[src/hdl/bia_pkg.sv]
/*
  package for the board interrupt aggregator: port addresses, field
  positions, reset values and cpu interrupt line numbers.
  assumes nothing of its surroundings.
*/
package bia_pkg;
  // ----------------------------------------------------------------
  // port decode
  // ----------------------------------------------------------------
  localparam int BIA_ADDR_W = 3;
  localparam logic [2:0] BIA_CS_MATCH = 3'h1;
  localparam logic [2:0] BIA_LOW_ONE = 3'h4;
  localparam logic [2:0] BIA_LOW_TWO = 3'h5;
  localparam logic [2:0] BIA_LOW_THREE = 3'h6;
  localparam logic [11:0] BIA_OFS_ONE = 12'h804;
  localparam logic [11:0] BIA_OFS_TWO = 12'h805;
  localparam logic [11:0] BIA_OFS_THREE = 12'h806;
  // ----------------------------------------------------------------
  // sources and masks
  // ----------------------------------------------------------------
  localparam int BIA_NSRC = 17;
  localparam logic [16:0] BIA_MASK_RST = 17'h1FFFF;
  localparam logic [7:0] BIA_ZERO8 = 8'h00;
  localparam int BIA_BRIDGE_BIT = 4;
  // ----------------------------------------------------------------
  // cpu interrupt lines and priority levels
  // ----------------------------------------------------------------
  localparam int BIA_NIRQ = 4;
  localparam int BIA_IRQ_CORR = 0;
  localparam int BIA_IRQ_IO = 1;
  localparam int BIA_IRQ_CAL = 2;
  localparam int BIA_IRQ_RSVD = 3;
  localparam int BIA_PRIORITY_LEVEL_CORR = 20;
  localparam int BIA_PRIORITY_LEVEL_IO = 21;
  localparam int BIA_PRIORITY_LEVEL_CAL = 22;
  localparam int BIA_PRIORITY_LEVEL_MCHK = 31;
endpackage

[src/hdl/bia_mask_reg.sv]
/*
  one write-only mask register of 1 to 8 bits (8 by default).
  assumes a one-cycle write strobe synchronous to clk.
*/
`timescale 1ns/100ps
module bia_mask_reg #(
  parameter int WIDTH = 8,
  parameter logic [7:0] RST_VAL = 8'hFF
)(
  input wire logic clk,
  input wire logic reset_n,
  input wire logic wr_en,
  input wire logic [WIDTH-1:0] wr_data,
  output logic [WIDTH-1:0] mask
);
  if (WIDTH < 1 || WIDTH > 8)
  begin : g_bad_width
    $error("mask width out of range");
  end

  logic [WIDTH-1:0] mask_r;
  logic [WIDTH-1:0] mask_nxt;

  assign mask_nxt = wr_en ? wr_data : mask_r;
  assign mask = mask_r;

  always_ff @(posedge clk or negedge reset_n)
  begin
    if (!reset_n)
      mask_r <= RST_VAL[WIDTH-1:0];
    else
      mask_r <= mask_nxt;
  end
endmodule

[src/hdl/bia_port_decode.sv]
/*
  port decoder: turns the low address bits and chip-select bits into
  one-hot port selects.
  assumes address and strobes stable and synchronous to clk.
*/
`timescale 1ns/100ps
module bia_port_decode
  import bia_pkg::*;
(
  input wire logic [2:0] system_addr_low,
  input wire logic [2:0] cs_addr,
  output logic sel_one,
  output logic sel_two,
  output logic sel_three
);
  wire cs_hit;
  assign cs_hit = (cs_addr == BIA_CS_MATCH);
  assign sel_one = cs_hit && (system_addr_low == BIA_LOW_ONE);
  assign sel_two = cs_hit && (system_addr_low == BIA_LOW_TWO);
  assign sel_three = cs_hit && (system_addr_low == BIA_LOW_THREE);
endmodule

[src/hdl/bia_board_interrupt_aggregator.sv]
/*
  board interrupt aggregator: gathers slot, bridge, calendar-clock and
  system-bridge interrupts onto cpu interrupt lines 0 to 2 and the
  machine-check line; 8-bit i/o slave with raw status reads and
  write-only masks.
  assumes i/o strobes and address synchronous to clk, one clock domain.
*/
`timescale 1ns/100ps
module bia_board_interrupt_aggregator
  import bia_pkg::*;
(
  input wire logic clk,
  input wire logic reset_n,
  input wire logic [2:0] system_addr_low,
  input wire logic [2:0] cs_addr,
  input wire logic io_rd,
  input wire logic io_wr,
  input wire logic [7:0] wr_data,
  output logic [7:0] rd_data,
  output logic rd_data_oe,
  input wire logic [3:0] slot_a_line,
  input wire logic [3:0] slot_b_line,
  input wire logic [3:0] slot_c_line,
  input wire logic [3:0] slot_d_line,
  input wire logic bridge_irq,
  input wire logic calendar_clock_event,
  input wire logic sysbr_corr_irq,
  input wire logic sysbr_err_irq,
  input wire logic bridge_missing_mem,
  input wire logic bridge_error,
  input wire logic [3:0] clock_ratio_jumpers,
  output logic [3:0] cpu_irq,
  output logic pwr_fail_irq,
  output logic sys_mch_chk_irq,
  output logic mch_hlt_irq
);
  // ----------------------------------------------------------------
  // elaboration checks
  // ----------------------------------------------------------------
  if (BIA_NSRC != 17)
  begin : g_bad_nsrc
    $error("status source count must be seventeen");
  end
  if (BIA_NIRQ != 4 || BIA_IRQ_RSVD >= BIA_NIRQ)
  begin : g_bad_nirq
    $error("cpu interrupt line numbering out of range");
  end
  if (BIA_MASK_RST != 17'h1FFFF)
  begin : g_bad_mask_rst
    $error("masks must reset to all ones");
  end

  // ----------------------------------------------------------------
  // decode
  // ----------------------------------------------------------------
  logic sel_one;
  logic sel_two;
  logic sel_three;
  wire any_sel;

  bia_port_decode u_dec (
    .system_addr_low(system_addr_low),
    .cs_addr(cs_addr),
    .sel_one(sel_one),
    .sel_two(sel_two),
    .sel_three(sel_three)
  );
  assign any_sel = sel_one || sel_two || sel_three;

  // ----------------------------------------------------------------
  // raw status bits
  // ----------------------------------------------------------------
  wire [7:0] stat_one;
  wire [7:0] stat_two;
  wire [7:0] stat_three;
  wire [16:0] stat_all;
  assign stat_one = {slot_b_line[2:0], bridge_irq, slot_a_line};
  assign stat_two = {slot_d_line[2:0], slot_c_line, slot_b_line[3]};
  assign stat_three = {7'h00, slot_d_line[3]};
  assign stat_all = {stat_three[0], stat_two, stat_one};

  // ----------------------------------------------------------------
  // masks
  // ----------------------------------------------------------------
  logic [7:0] mask_one;
  logic [7:0] mask_two;
  logic [0:0] mask_three;
  wire [16:0] mask_all;

  bia_mask_reg #(.WIDTH(8), .RST_VAL(BIA_MASK_RST[7:0])) u_m1 (
    .clk(clk),
    .reset_n(reset_n),
    .wr_en(io_wr && sel_one),
    .wr_data(wr_data),
    .mask(mask_one)
  );
  bia_mask_reg #(.WIDTH(8), .RST_VAL(BIA_MASK_RST[15:8])) u_m2 (
    .clk(clk),
    .reset_n(reset_n),
    .wr_en(io_wr && sel_two),
    .wr_data(wr_data),
    .mask(mask_two)
  );
  bia_mask_reg #(.WIDTH(1), .RST_VAL({7'h00, BIA_MASK_RST[16]})) u_m3 (
    .clk(clk),
    .reset_n(reset_n),
    .wr_en(io_wr && sel_three),
    .wr_data(wr_data[0]),
    .mask(mask_three)
  );
  assign mask_all = {mask_three, mask_two, mask_one};

  // ----------------------------------------------------------------
  // read path
  // ----------------------------------------------------------------
  logic [7:0] rd_data_r;
  logic [7:0] rd_data_nxt;
  logic rd_oe_r;
  wire [7:0] rd_mux;

  // status only, never mask contents
  assign rd_mux = sel_one ? stat_one :
                  sel_two ? stat_two :
                  sel_three ? stat_three : BIA_ZERO8;
  assign rd_data_nxt = (io_rd && any_sel) ? rd_mux : BIA_ZERO8;

  always_ff @(posedge clk or negedge reset_n)
  begin
    if (!reset_n)
    begin
      rd_data_r <= BIA_ZERO8;
      rd_oe_r <= 1'b0;
    end
    else
    begin
      rd_data_r <= rd_data_nxt;
      rd_oe_r <= io_rd && any_sel;
    end
  end
  assign rd_data = rd_data_r;
  assign rd_data_oe = rd_oe_r;

  // ----------------------------------------------------------------
  // cpu interrupt generation
  // ----------------------------------------------------------------
  logic [3:0] irq_r;
  logic [3:0] irq_nxt;
  logic mchk_r;
  wire bridge_fault;
  wire io_pending;

  assign bridge_fault = bridge_missing_mem || bridge_error;
  assign io_pending = |(stat_all & ~mask_all);
  assign irq_nxt[BIA_IRQ_CORR] = sysbr_corr_irq;
  assign irq_nxt[BIA_IRQ_IO] = io_pending;
  assign irq_nxt[BIA_IRQ_CAL] = calendar_clock_event;
  assign irq_nxt[BIA_IRQ_RSVD] = 1'b0;

  always_ff @(posedge clk or negedge reset_n)
  begin
    if (!reset_n)
    begin
      irq_r <= 4'h0;
      mchk_r <= 1'b0;
    end
    else
    begin
      irq_r <= irq_nxt;
      mchk_r <= bridge_fault || sysbr_err_irq;
    end
  end

  // jumper values shown while reset is held
  assign cpu_irq = reset_n ? irq_r : clock_ratio_jumpers;
  assign sys_mch_chk_irq = mchk_r;
  assign pwr_fail_irq = 1'b0;
  assign mch_hlt_irq = 1'b0;

  // ----------------------------------------------------------------
  // checks
  // ----------------------------------------------------------------
  AST_IRQ1_FOLLOWS: assert property (
    @(posedge clk) disable iff (!reset_n)
    io_pending |=> cpu_irq[BIA_IRQ_IO])
    else $error("line 1 missed an unmasked request");
  AST_IRQ1_QUIET: assert property (
    @(posedge clk) disable iff (!reset_n)
    !io_pending |=> !cpu_irq[BIA_IRQ_IO])
    else $error("line 1 high with no unmasked request");
  AST_MASK_BLOCKS: assert property (
    @(posedge clk) disable iff (!reset_n)
    (stat_all == 17'h00010 && mask_all[BIA_BRIDGE_BIT])
      |=> !cpu_irq[BIA_IRQ_IO])
    else $error("masked bridge request reached line 1");
  AST_MASK_PASSES: assert property (
    @(posedge clk) disable iff (!reset_n)
    (stat_all[BIA_BRIDGE_BIT] && !mask_all[BIA_BRIDGE_BIT])
      |=> cpu_irq[BIA_IRQ_IO])
    else $error("unmasked bridge request missed line 1");
  AST_WRITE_ONE: assert property (
    @(posedge clk) disable iff (!reset_n)
    (io_wr && sel_one) |=> (mask_one == $past(wr_data)))
    else $error("mask one write lost");
  AST_WRITE_TWO: assert property (
    @(posedge clk) disable iff (!reset_n)
    (io_wr && sel_two) |=> (mask_two == $past(wr_data)))
    else $error("mask two write lost");
  AST_WRITE_THREE: assert property (
    @(posedge clk) disable iff (!reset_n)
    (io_wr && sel_three) |=> (mask_three == $past(wr_data[0])))
    else $error("mask three write lost");
  AST_MASK_HOLD: assert property (
    @(posedge clk) disable iff (!reset_n)
    !(io_wr && any_sel) |=> $stable(mask_all))
    else $error("mask changed without a write");
  AST_READ_ONE: assert property (
    @(posedge clk) disable iff (!reset_n)
    (io_rd && sel_one) |=> (rd_oe_r && rd_data == $past(stat_one)))
    else $error("port one read wrong");
  AST_READ_TWO: assert property (
    @(posedge clk) disable iff (!reset_n)
    (io_rd && sel_two) |=> (rd_data == $past(stat_two)))
    else $error("port two read wrong");
  AST_READ_THREE: assert property (
    @(posedge clk) disable iff (!reset_n)
    (io_rd && sel_three)
      |=> (rd_data == {7'h00, $past(slot_d_line[3])}))
    else $error("port three read wrong");
  AST_READ_ANSWER: assert property (
    @(posedge clk) disable iff (!reset_n)
    (io_rd && any_sel) |=> rd_data_oe)
    else $error("mapped read not answered");
  AST_NO_RESPONSE: assert property (
    @(posedge clk) disable iff (!reset_n)
    !(io_rd && any_sel) |=> !rd_data_oe)
    else $error("answered an unmapped address");
  AST_IDLE_ZERO: assert property (
    @(posedge clk) disable iff (!reset_n)
    !(io_rd && any_sel) |=> (rd_data == BIA_ZERO8))
    else $error("read data not cleared");
  AST_MCHK: assert property (
    @(posedge clk) disable iff (!reset_n)
    (bridge_missing_mem || bridge_error || sysbr_err_irq)
      |=> sys_mch_chk_irq)
    else $error("machine check missed");
  AST_MCHK_QUIET: assert property (
    @(posedge clk) disable iff (!reset_n)
    !(bridge_missing_mem || bridge_error || sysbr_err_irq)
      |=> !sys_mch_chk_irq)
    else $error("machine check with no cause");
  AST_CAL: assert property (
    @(posedge clk) disable iff (!reset_n)
    calendar_clock_event |=> cpu_irq[BIA_IRQ_CAL])
    else $error("calendar event missed");
  AST_CAL_QUIET: assert property (
    @(posedge clk) disable iff (!reset_n)
    !calendar_clock_event |=> !cpu_irq[BIA_IRQ_CAL])
    else $error("line 2 high with no calendar event");
  AST_CORR: assert property (
    @(posedge clk) disable iff (!reset_n)
    sysbr_corr_irq |=> cpu_irq[BIA_IRQ_CORR])
    else $error("corrected error missed");
  AST_CORR_QUIET: assert property (
    @(posedge clk) disable iff (!reset_n)
    !sysbr_corr_irq |=> !cpu_irq[BIA_IRQ_CORR])
    else $error("line 0 high with no corrected error");
  AST_RSVD: assert property (
    @(posedge clk) disable iff (!reset_n)
    !cpu_irq[BIA_IRQ_RSVD] && !pwr_fail_irq && !mch_hlt_irq)
    else $error("reserved line driven");
  AST_RESET_JUMPERS: assert property (
    @(posedge clk)
    !reset_n |-> (cpu_irq == clock_ratio_jumpers))
    else $error("jumper values not shown during reset");
  AST_MASK_RESET: assert property (
    @(posedge clk)
    $rose(reset_n) |-> (mask_all == BIA_MASK_RST))
    else $error("masks not all set after reset");
  AST_RELEASE_QUIET: assert property (
    @(posedge clk)
    $rose(reset_n) |-> (cpu_irq == 4'h0 && !sys_mch_chk_irq))
    else $error("cpu lines not quiet after reset");

  COV_UNMASK: cover property (@(posedge clk) disable iff (!reset_n)
    io_wr && sel_one && !wr_data[0] ##1 slot_a_line[0] ##1 cpu_irq[1]);
  COV_READ: cover property (@(posedge clk) disable iff (!reset_n)
    io_rd && sel_two);
  COV_MCHK: cover property (@(posedge clk) disable iff (!reset_n)
    bridge_error ##1 sys_mch_chk_irq);
  COV_MASK_HELD: cover property (@(posedge clk) disable iff (!reset_n)
    stat_all[BIA_BRIDGE_BIT] && mask_all[BIA_BRIDGE_BIT] ##1 !cpu_irq[1]);
  COV_RESET_JUMPERS: cover property (@(posedge clk)
    !reset_n && cpu_irq != 4'h0);
endmodule

[config.mk]
export PLATFORM = sky130hd
export DESIGN_NAME = bia_board_interrupt_aggregator
export DESIGN_NICKNAME = d
export VERILOG_FILES = /design/src/hdl/bia_pkg.sv /design/src/hdl/bia_mask_reg.sv /design/src/hdl/bia_port_decode.sv /design/src/hdl/bia_board_interrupt_aggregator.sv
export SDC_FILE = /design/constraint.sdc
export NUM_CORES = 1
export LEC_CHECK = 0
export BUFFER_PORTS_ARGS = -buffer_cell sky130_fd_sc_hd__buf_4
export CAP_MARGIN = 20
export CORE_UTILIZATION = 30
export CTS_BUF_LIST = sky130_fd_sc_hd__clkbuf_8
export DETAILED_ROUTE_END_ITERATION = 10
export GPL_ROUTABILITY_DRIVEN = 0
export GPL_TIMING_DRIVEN = 1
export PLACE_DENSITY_LB_ADDON = 0.08
export SLEW_MARGIN = 25
export SYNTH_ARGS = -nofsm -noshare
export SYNTH_HDL_FRONTEND = slang
export SYNTH_SLANG_ARGS = --single-unit
[constraint.sdc]
create_clock -name clk -period 1.71 [get_ports clk]
set_input_delay 0.171 -clock clk [delete_from_list [all_inputs] [get_ports clk]]
set_output_delay 0.171 -clock clk [all_outputs]
set_load 0.01 [all_outputs]
==> summary.md, run 1 <==
| Metric | Value |
|---|---|
| Peak Freq | `602.6 MHz` |
| Crit path time final | `1.660 ns` |
| Max Buffers Root-to-Sink | `2` |
| Fin nets | `225` |
| Final Util | `45.23%` |
| Iter 0 DRT Violations | `33` |
| H-tree Lvls | `2` |
| Setup TNS | `0 ns` |
| Highest metal used | `met4` |
| Drt pass-1 iters | `4` |
| Largest family of logic cells by synthesized area | `multiplexers` |
| Tcrit/Tclk final | `97.05%` |
| Gr usage total | `13.69%` |
| Worst skew pair latency | `0.28 ns` |
| Sequential cell area fraction in the yosys report | `55.89%` |
| CTS tree | `yes` |
| Status | `finished, final reports clean` |
| Global-route wire length before repair | `5085 um` |
| Port Buf Inserts | `57` |
| Critical Path RT | `1.54 ns` |
| Leak | `0.9741 nW` |
| Routed WL | `3168 um` |
| Ys Warns | `0` |
| Average size of a mapped cell | `11.91 sq um` |
| Crit-path most repeated cell | `buf_4` |
| Cells after Synth | `116` |
| Unique masters post-synth | `29` |
| Share of synthesized cell area in full adder, half adder and majority cells | `0%` |
| Synth Area in Simple Gates | `12.95%` |
| Max Cap Viol | `0` |
| Hold Vio Cnt, Final | `0` |
| Num ports | `60` |
| Startpoint types | `primary input` |
| Die X | `69.86 um` |
| CTS buffer count | `5` |
| Met1 wire length | `1330 um` |
| Clock root buffer | `clkbuf_8` |
| CP Data Arrival Time | `1.49 ns` |
| Largest net degree at the start of global routing | `21` |
| Layout cells sized above 1 | `56.04%` |
| Worst setup margin | `0.05043 ns` |
| Die Ht | `69.86 um` |
| TritonCTS Sinks | `30` |
| Worst vdd ir | `0.4376 mV` |
| Worst Skew | `0.004327 ns` |
| Synth Area in Compound Gates | `6.250%` |
| Via count | `1,070` |
| Non-Filler Instances | `234` |
| DRC | `0` |
| CP max FO | `20` |
| Synth Cell Area | `0.001381 sq mm` |
| Critical Setup Path Class | `in -> out` |
| Inst Count DP | `223` |
| Cell Pwr Density | `820.5 mW/mm^2` |
| FF+latch count, synth | `30` |
| FP Rows | `24` |
| DP Wirelength | `2504 um` |
| Crit-path max cell delay | `0.52 ns` |
| Area growth, synth to finish | `43.57%` |
| WHS | `0.08258 ns` |
| Clk pin slew, worst setup/hold paths | `0.06 ns` |
| Final Max Tran Viols | `0` |
| Initial antenna violation count | `0` |
| Post-DRT Antenna Nets | `0` |
| Final setup fails | `0` |
| Antenna diode count | `0` |
| Crit. End Element | `output port` |
| Place WS | `0.003300 ns` |
| Core Region | `0.004384 sq mm` |
| Routed met2 length | `1559 um` |
| Drt via density | `4.573` |
| Vias in the first global route | `1,129` |
| Mux contribution to synthesized area | `18.84%` |
| Cell breakdown of the critical path | `dlygate4sd3_1, buf_4, mux2_2, buf_4` |
| Synth Area in XOR/XNOR | `0%` |
| DR WL/cell | `13.54 um` |
| RSZ-0062 raised after global routing | `false` |
| Grt total ovfl | `0` |
| Die footprint | `0.004880 sq mm` |
| Slowest stage cell, crit path | `dlygate4sd3_1` |
| Worst hold path class | `in -> reg` |
| DR WL met3 | `192 um` |
| Starting density of the core | `31.51%` |
==> cells by family (layout without fill, tap and decap cells) <==
family / Yosys count / in the layout
AO/OA/AOI/OAI: 13 / 13
flip-flops: 30 / 30
buffers and inverters: 19 / 84
multiplexers: 24 / 24
other: 1 / 2
AND/OR/NAND/NOR: 29 / 29
==> timing repair <==
action                                  in CTS  in global routing
endpoints found under the hold margin       14                  0
resized for setup                            0                  1
endpoints found under the setup margin       0                  1
setup buffers                                0                  0
hold buffers                                 3                  0
==> report_power, final <==
part | total [mW] | switching, mW | internal, mW
clock network | 0.518 | 0.248 | 0.270
registers | 0.844 | 0.0271 | 0.817
logic | 0.265 | 0.112 | 0.153
==> layout make-up <==
type | instances | area [sq um]
Multi-Input combinational cell | 68 | 533.0
Clock buffer | 5 | 68.82
Inverter | 13 | 48.80
Tap cell | 52 | 65.06
Timing Repair Buffer | 63 | 484.2
Sequential cell | 30 | 772.0
Clock inverter | 3 | 11.26
Fill cell | 421 | 2401
==> critical path, delay by kind of cell <==
family   cells  cell delay [ns]
mux          1             0.37
buf+inv      3             0.93
==> through the flow <==
step | total power, mW | cell area, sq um
CTS | 1.652 | 1979
floorplan | 0.9739 | 1385
global placement | 1.110 | 1869
detailed placement | 1.119 | 1869
finish | 1.627 | 1983
global route | 1.708 | 1983
==> sequential cells by signal (all words and copies together), names as in the netlist <==
signal / cells
rd_data: 8
u_m1.mask: 8
u_m2.mask: 8
irq_r: 3
rd_data_oe: 1
sys_mch_chk_irq: 1
u_m3.mask: 1
==> synth_stat cells, drive strengths merged <==
library cell / number / area (sq um)
nand2: 6 / 22.52
nand3: 1 / 5.000
a2111oi: 2 / 17.52
dfrtp: 13 / 325.3
or3b: 1 / 8.760
o2111ai: 1 / 8.760
conb: 1 / 3.750
or2: 1 / 6.260
nor2b: 3 / 18.77
nor2: 9 / 33.78
a21oi: 1 / 5.000
dfstp: 17 / 446.7
clkbuf: 2 / 7.510
nand2b: 3 / 18.77
mux2: 16 / 180.2
o22ai: 3 / 18.77
a222oi: 1 / 10.01
a31oi: 1 / 6.260
nor4: 2 / 27.53
buf: 4 / 23.76
or3: 2 / 13.77
inv: 13 / 48.80
o21ai: 4 / 20.02
nor4b: 1 / 23.77
mux2i: 8 / 80.08
==> cells in the final DEF, fill, tap and decap left out, types with 2 or more instances in the layout <==
cell / count
clkbuf_8: 5
inv_1: 16
nor2_1: 9
o21ai_0: 4
dfrtp_1: 13
nor2b_1: 3
mux2i_1: 8
a2111oi_0: 2
mux2_2: 16
buf_4: 59
nand2_1: 6
dlygate4sd3_1: 3
conb_1: 2
dfstp_2: 17
nand2b_1: 3
o22ai_1: 3
==> worst paths after layout <==
path,slack [ns],end,startpoint,cells past startpoint
worst min-delay path,0.08,sys_mch_chk_irq,sysbr_err_irq,2
max in group asynchronous,0.92,u_m1.mask[7],reset_n,3
min in group asynchronous,0.31,rd_data_oe,reset_n,2
worst max register to register,0.28,irq_r[1],u_m1.mask[7],4
worst max-delay path,0.05,cpu_irq[2],reset_n,4
worst min register to register,0.50,u_m2.mask[5],u_m2.mask[5],2
==> per-layer routing <==
metal,global-route usage (%),vias up
met2,22.22,44
met1,16.01,497
li1,-,520
met4,8.000,0
met3,4.040,9
met5,0,-
Power figures use the tool's default switching activity.
==> run 2, diff against run 1 <==
Settings changed: ABC_AREA set to 1.
==> run 2 against run 1 <==
Compared with the run above:
- clock power increased by 14%
- power up 4.8%
- critical endpoint unchanged
- sequential power decreased by 0.8%
- combinational power increased by 4%
- die area increased by 9.7%
- core utilization fell by 0.74 points
- hold slack got worse by 0.0048 ns
==> summary.md, run 2 <==
| Metric | Value |
|---|---|
| Final setup fails | `0` |
| Initial antenna violation count | `0` |
| Drt pass-1 iters | `4` |
| Slowest stage cell, crit path | `dlygate4sd3_1` |
| Critical Setup Path Class | `in -> out` |
| DP Wirelength | `2565 um` |
| Clock root buffer | `clkbuf_8` |
| CP delay by family, top | `buffers and inverters` |
| FF+latch count, synth | `30` |
| Area growth, synth to finish | `40.20%` |
| CTS buffer count | `5` |
| Startpoint types | `primary input` |
| Most frequent cells after synthesis | `nand2_1, inv_1, dfstp_2` |
| Setup TNS | `0 ns` |
| Crit. End Element | `output port` |
| Antenna diode count | `0` |
| H-tree Lvls | `2` |
| Largest cells by area after synthesis | `dfstp_2, dfrtp_1, nand2_1, o21ai_2, inv_1` |
| Crit-path most repeated cell | `buf_4` |
| Die footprint | `0.005352 sq mm` |
| Most frequent cells in the layout | `buf_4, nand2_1, inv_1` |
| Drt via density | `4.099` |
| DRC | `0` |
| Fin nets | `278` |
| Tcrit/Tclk final | `89.31%` |
| WHS | `0.07775 ns` |
| Largest net degree at the start of global routing | `28` |
| Hold_sp | `sysbr_err_irq` |
| Worst vdd ir | `0.3371 mV` |
| Post-DRT Antenna Nets | `0` |
| Crit-path max cell delay | `0.53 ns` |
| Max Cap Viol | `0` |
| Most common cell in the netlist | `nand2_1` |
| Vias in the first global route | `1,216` |
| Cell Pwr Density | `800.7 mW/mm^2` |
| Grt total ovfl | `0` |
| CP max FO | `8` |
| Yosys top cell area share | `29.41%` |
| Worst skew pair latency | `0.28 ns` |
| Unique masters post-synth | `22` |
| Cells after Synth | `169` |
| Status | `finished, final reports clean` |
| CP Data Arrival Time | `1.36 ns` |
| FP Rows | `25` |
| Starting density of the core | `31.74%` |
| Crit path time final | `1.527 ns` |
| Post-CTS Setup Inserts | `0` |
| RSZ-0062 raised after global routing | `false` |
| Worst hold path class | `in -> reg` |
| Post-CTS Hold Buffers | `3` |
| Worst Skew | `0.003690 ns` |
| CTS tree | `yes` |
| Global-route wire length before repair | `5602 um` |
| Core Region | `0.004786 sq mm` |
| R2R cell count | `5` |
| Post-synth ARST share | `100.0%` |
| Routed WL | `3277 um` |
| Die Ht | `73.16 um` |
| Synth area leader | `dfstp_2` |
| Leak | `1.023 nW` |
| Crit path buf inv count | `3` |
| Final Max Tran Viols | `0` |
| Gr usage total | `14.17%` |
| Port Buf Inserts | `57` |
| R2r endpoint | `irq_r[1]` |
| Worst hold stages | `2` |
| Cell breakdown of the critical path | `dlygate4sd3_1, buf_4, mux2_2, buf_4` |
| Clk pin slew, worst setup/hold paths | `0.06 ns` |
| Primary FF master, synth | `dfstp_2` |
| Hold Vio Cnt, Final | `0` |
| Num ports | `60` |
| Peak Freq | `654.8 MHz` |
| Ys Warns | `0` |
| RR Startpoint | `u_m2.mask[5]` |
| Max Buffers Root-to-Sink | `2` |
| CTS resizes | `0` |
| Average size of a mapped cell | `8.988 sq um` |
| Post-synth EDFFs | `0` |
| TritonCTS Sinks | `30` |
| Iter 0 DRT Violations | `73` |
| Flop2flop setup slack | `0.65 ns` |
| Synth Cell Area | `0.001519 sq mm` |
| Commonest non-fill, non-tap cell in the layout | `buf_4` |
| Layout fillers | `489` |
| Via count | `1,238` |
| Hold endpoint | `sys_mch_chk_irq` |
| Critical Path RT | `1.54 ns` |
| Layout cells sized above 1 | `48.94%` |
| Sequential cell area fraction in the yosys report | `50.82%` |
| Die X | `73.16 um` |
| DR WL/cell | `10.85 um` |
==> run 2: cell count changes after synthesis, sizes merged, moves of 3 or more <==
cell,before,now
a21oi,1,8
mux2i,8,0
nand2b,3,0
nor2b,3,0
nand2,6,53
inv,13,32
o21ai,4,16
nand3,1,6
mux2,16,3
o211ai,0,5
==> run 2: worst max-delay path by stage <==
stage | to | cells past startpoint | start
after global routing | cpu_irq[2] | 4 | reset_n
after CTS | cpu_irq[2] | 4 | reset_n
after global placement | u_m1.mask[1] | 7 | cs_addr[2]
after floorplan | u_m1.mask[6] | 7 | cs_addr[2]
final | cpu_irq[2] | 4 | reset_n
after detailed placement | u_m1.mask[1] | 7 | cs_addr[2]
==> run 2: worst reg2reg max path: cells and delay by family (launching register included) <==
| family | cells | cell delay, ns |
|---|---|---|
| buffers and inverters | 1 | 0.05 |
| AO/OA/AOI/OAI | 1 | 0.11 |
| AND/OR/NAND/NOR | 3 | 0.24 |
| flip-flops | 1 | 0.54 |
==> run 2: cell type report <==
| cell class | instances | area, sq um | area share (%) |
|---|---|---|---|
| clock buffers | 6 | 82.58 | 3.878 |
| clock inverters | 2 | 12.51 | 0.5875 |
| inverters | 32 | 120.1 | 5.640 |
| multi-input cells | 104 | 593.1 | 27.85 |
| flip-flops and latches | 30 | 772.0 | 36.25 |
| well taps | 67 | 83.83 | 3.937 |
| repair buffers | 61 | 465.4 | 21.86 |
==> run 2: cell families (layout without fill, tap and decap cells) <==
kind of cell	count (synthesis)	in the layout	synth area share (%)
simple gates	69	69	21.58
flops	30	30	50.82
mux	3	3	2.224
buf+inv	36	101	10.38
compound gates	30	30	14.74
other cells	1	2	0.2469
==> run 2: metal layers <==
layer  vias up  track usage [%]  routed length [um]
met5         -                0                   0
met4         0            6.754                  76
met3         8            4.420                 204
met2        38            21.30                1489
met1       537            18.48                1507
li1        655                -                   -
==> run 2: power breakdown <==
part / total (mW) / internal [mW] / switching (mW) / leakage (nW)
registers: 0.837 / 0.805 / 0.0329 / 0.344
clock network: 0.591 / 0.323 / 0.269 / 0.0472
logic: 0.276 / 0.144 / 0.132 / 0.631
==> run 2: through the flow <==
stage          util (%)  total power, mW  instances  setup WS (ns)  instance area, sq um
5_1_grt           44.50            1.799        302         0.1307                  2130
2_1_floorplan         -           0.9819        170         0.7589                  1523
4_1_cts           44.50            1.728        302         0.1645                  2130
3_3_place_gp      41.88            1.123        291         0.5198                  2004
3_5_place_dp      41.88            1.124        291         0.5356                  2004
6_report          44.50            1.705        302         0.1828                  2130
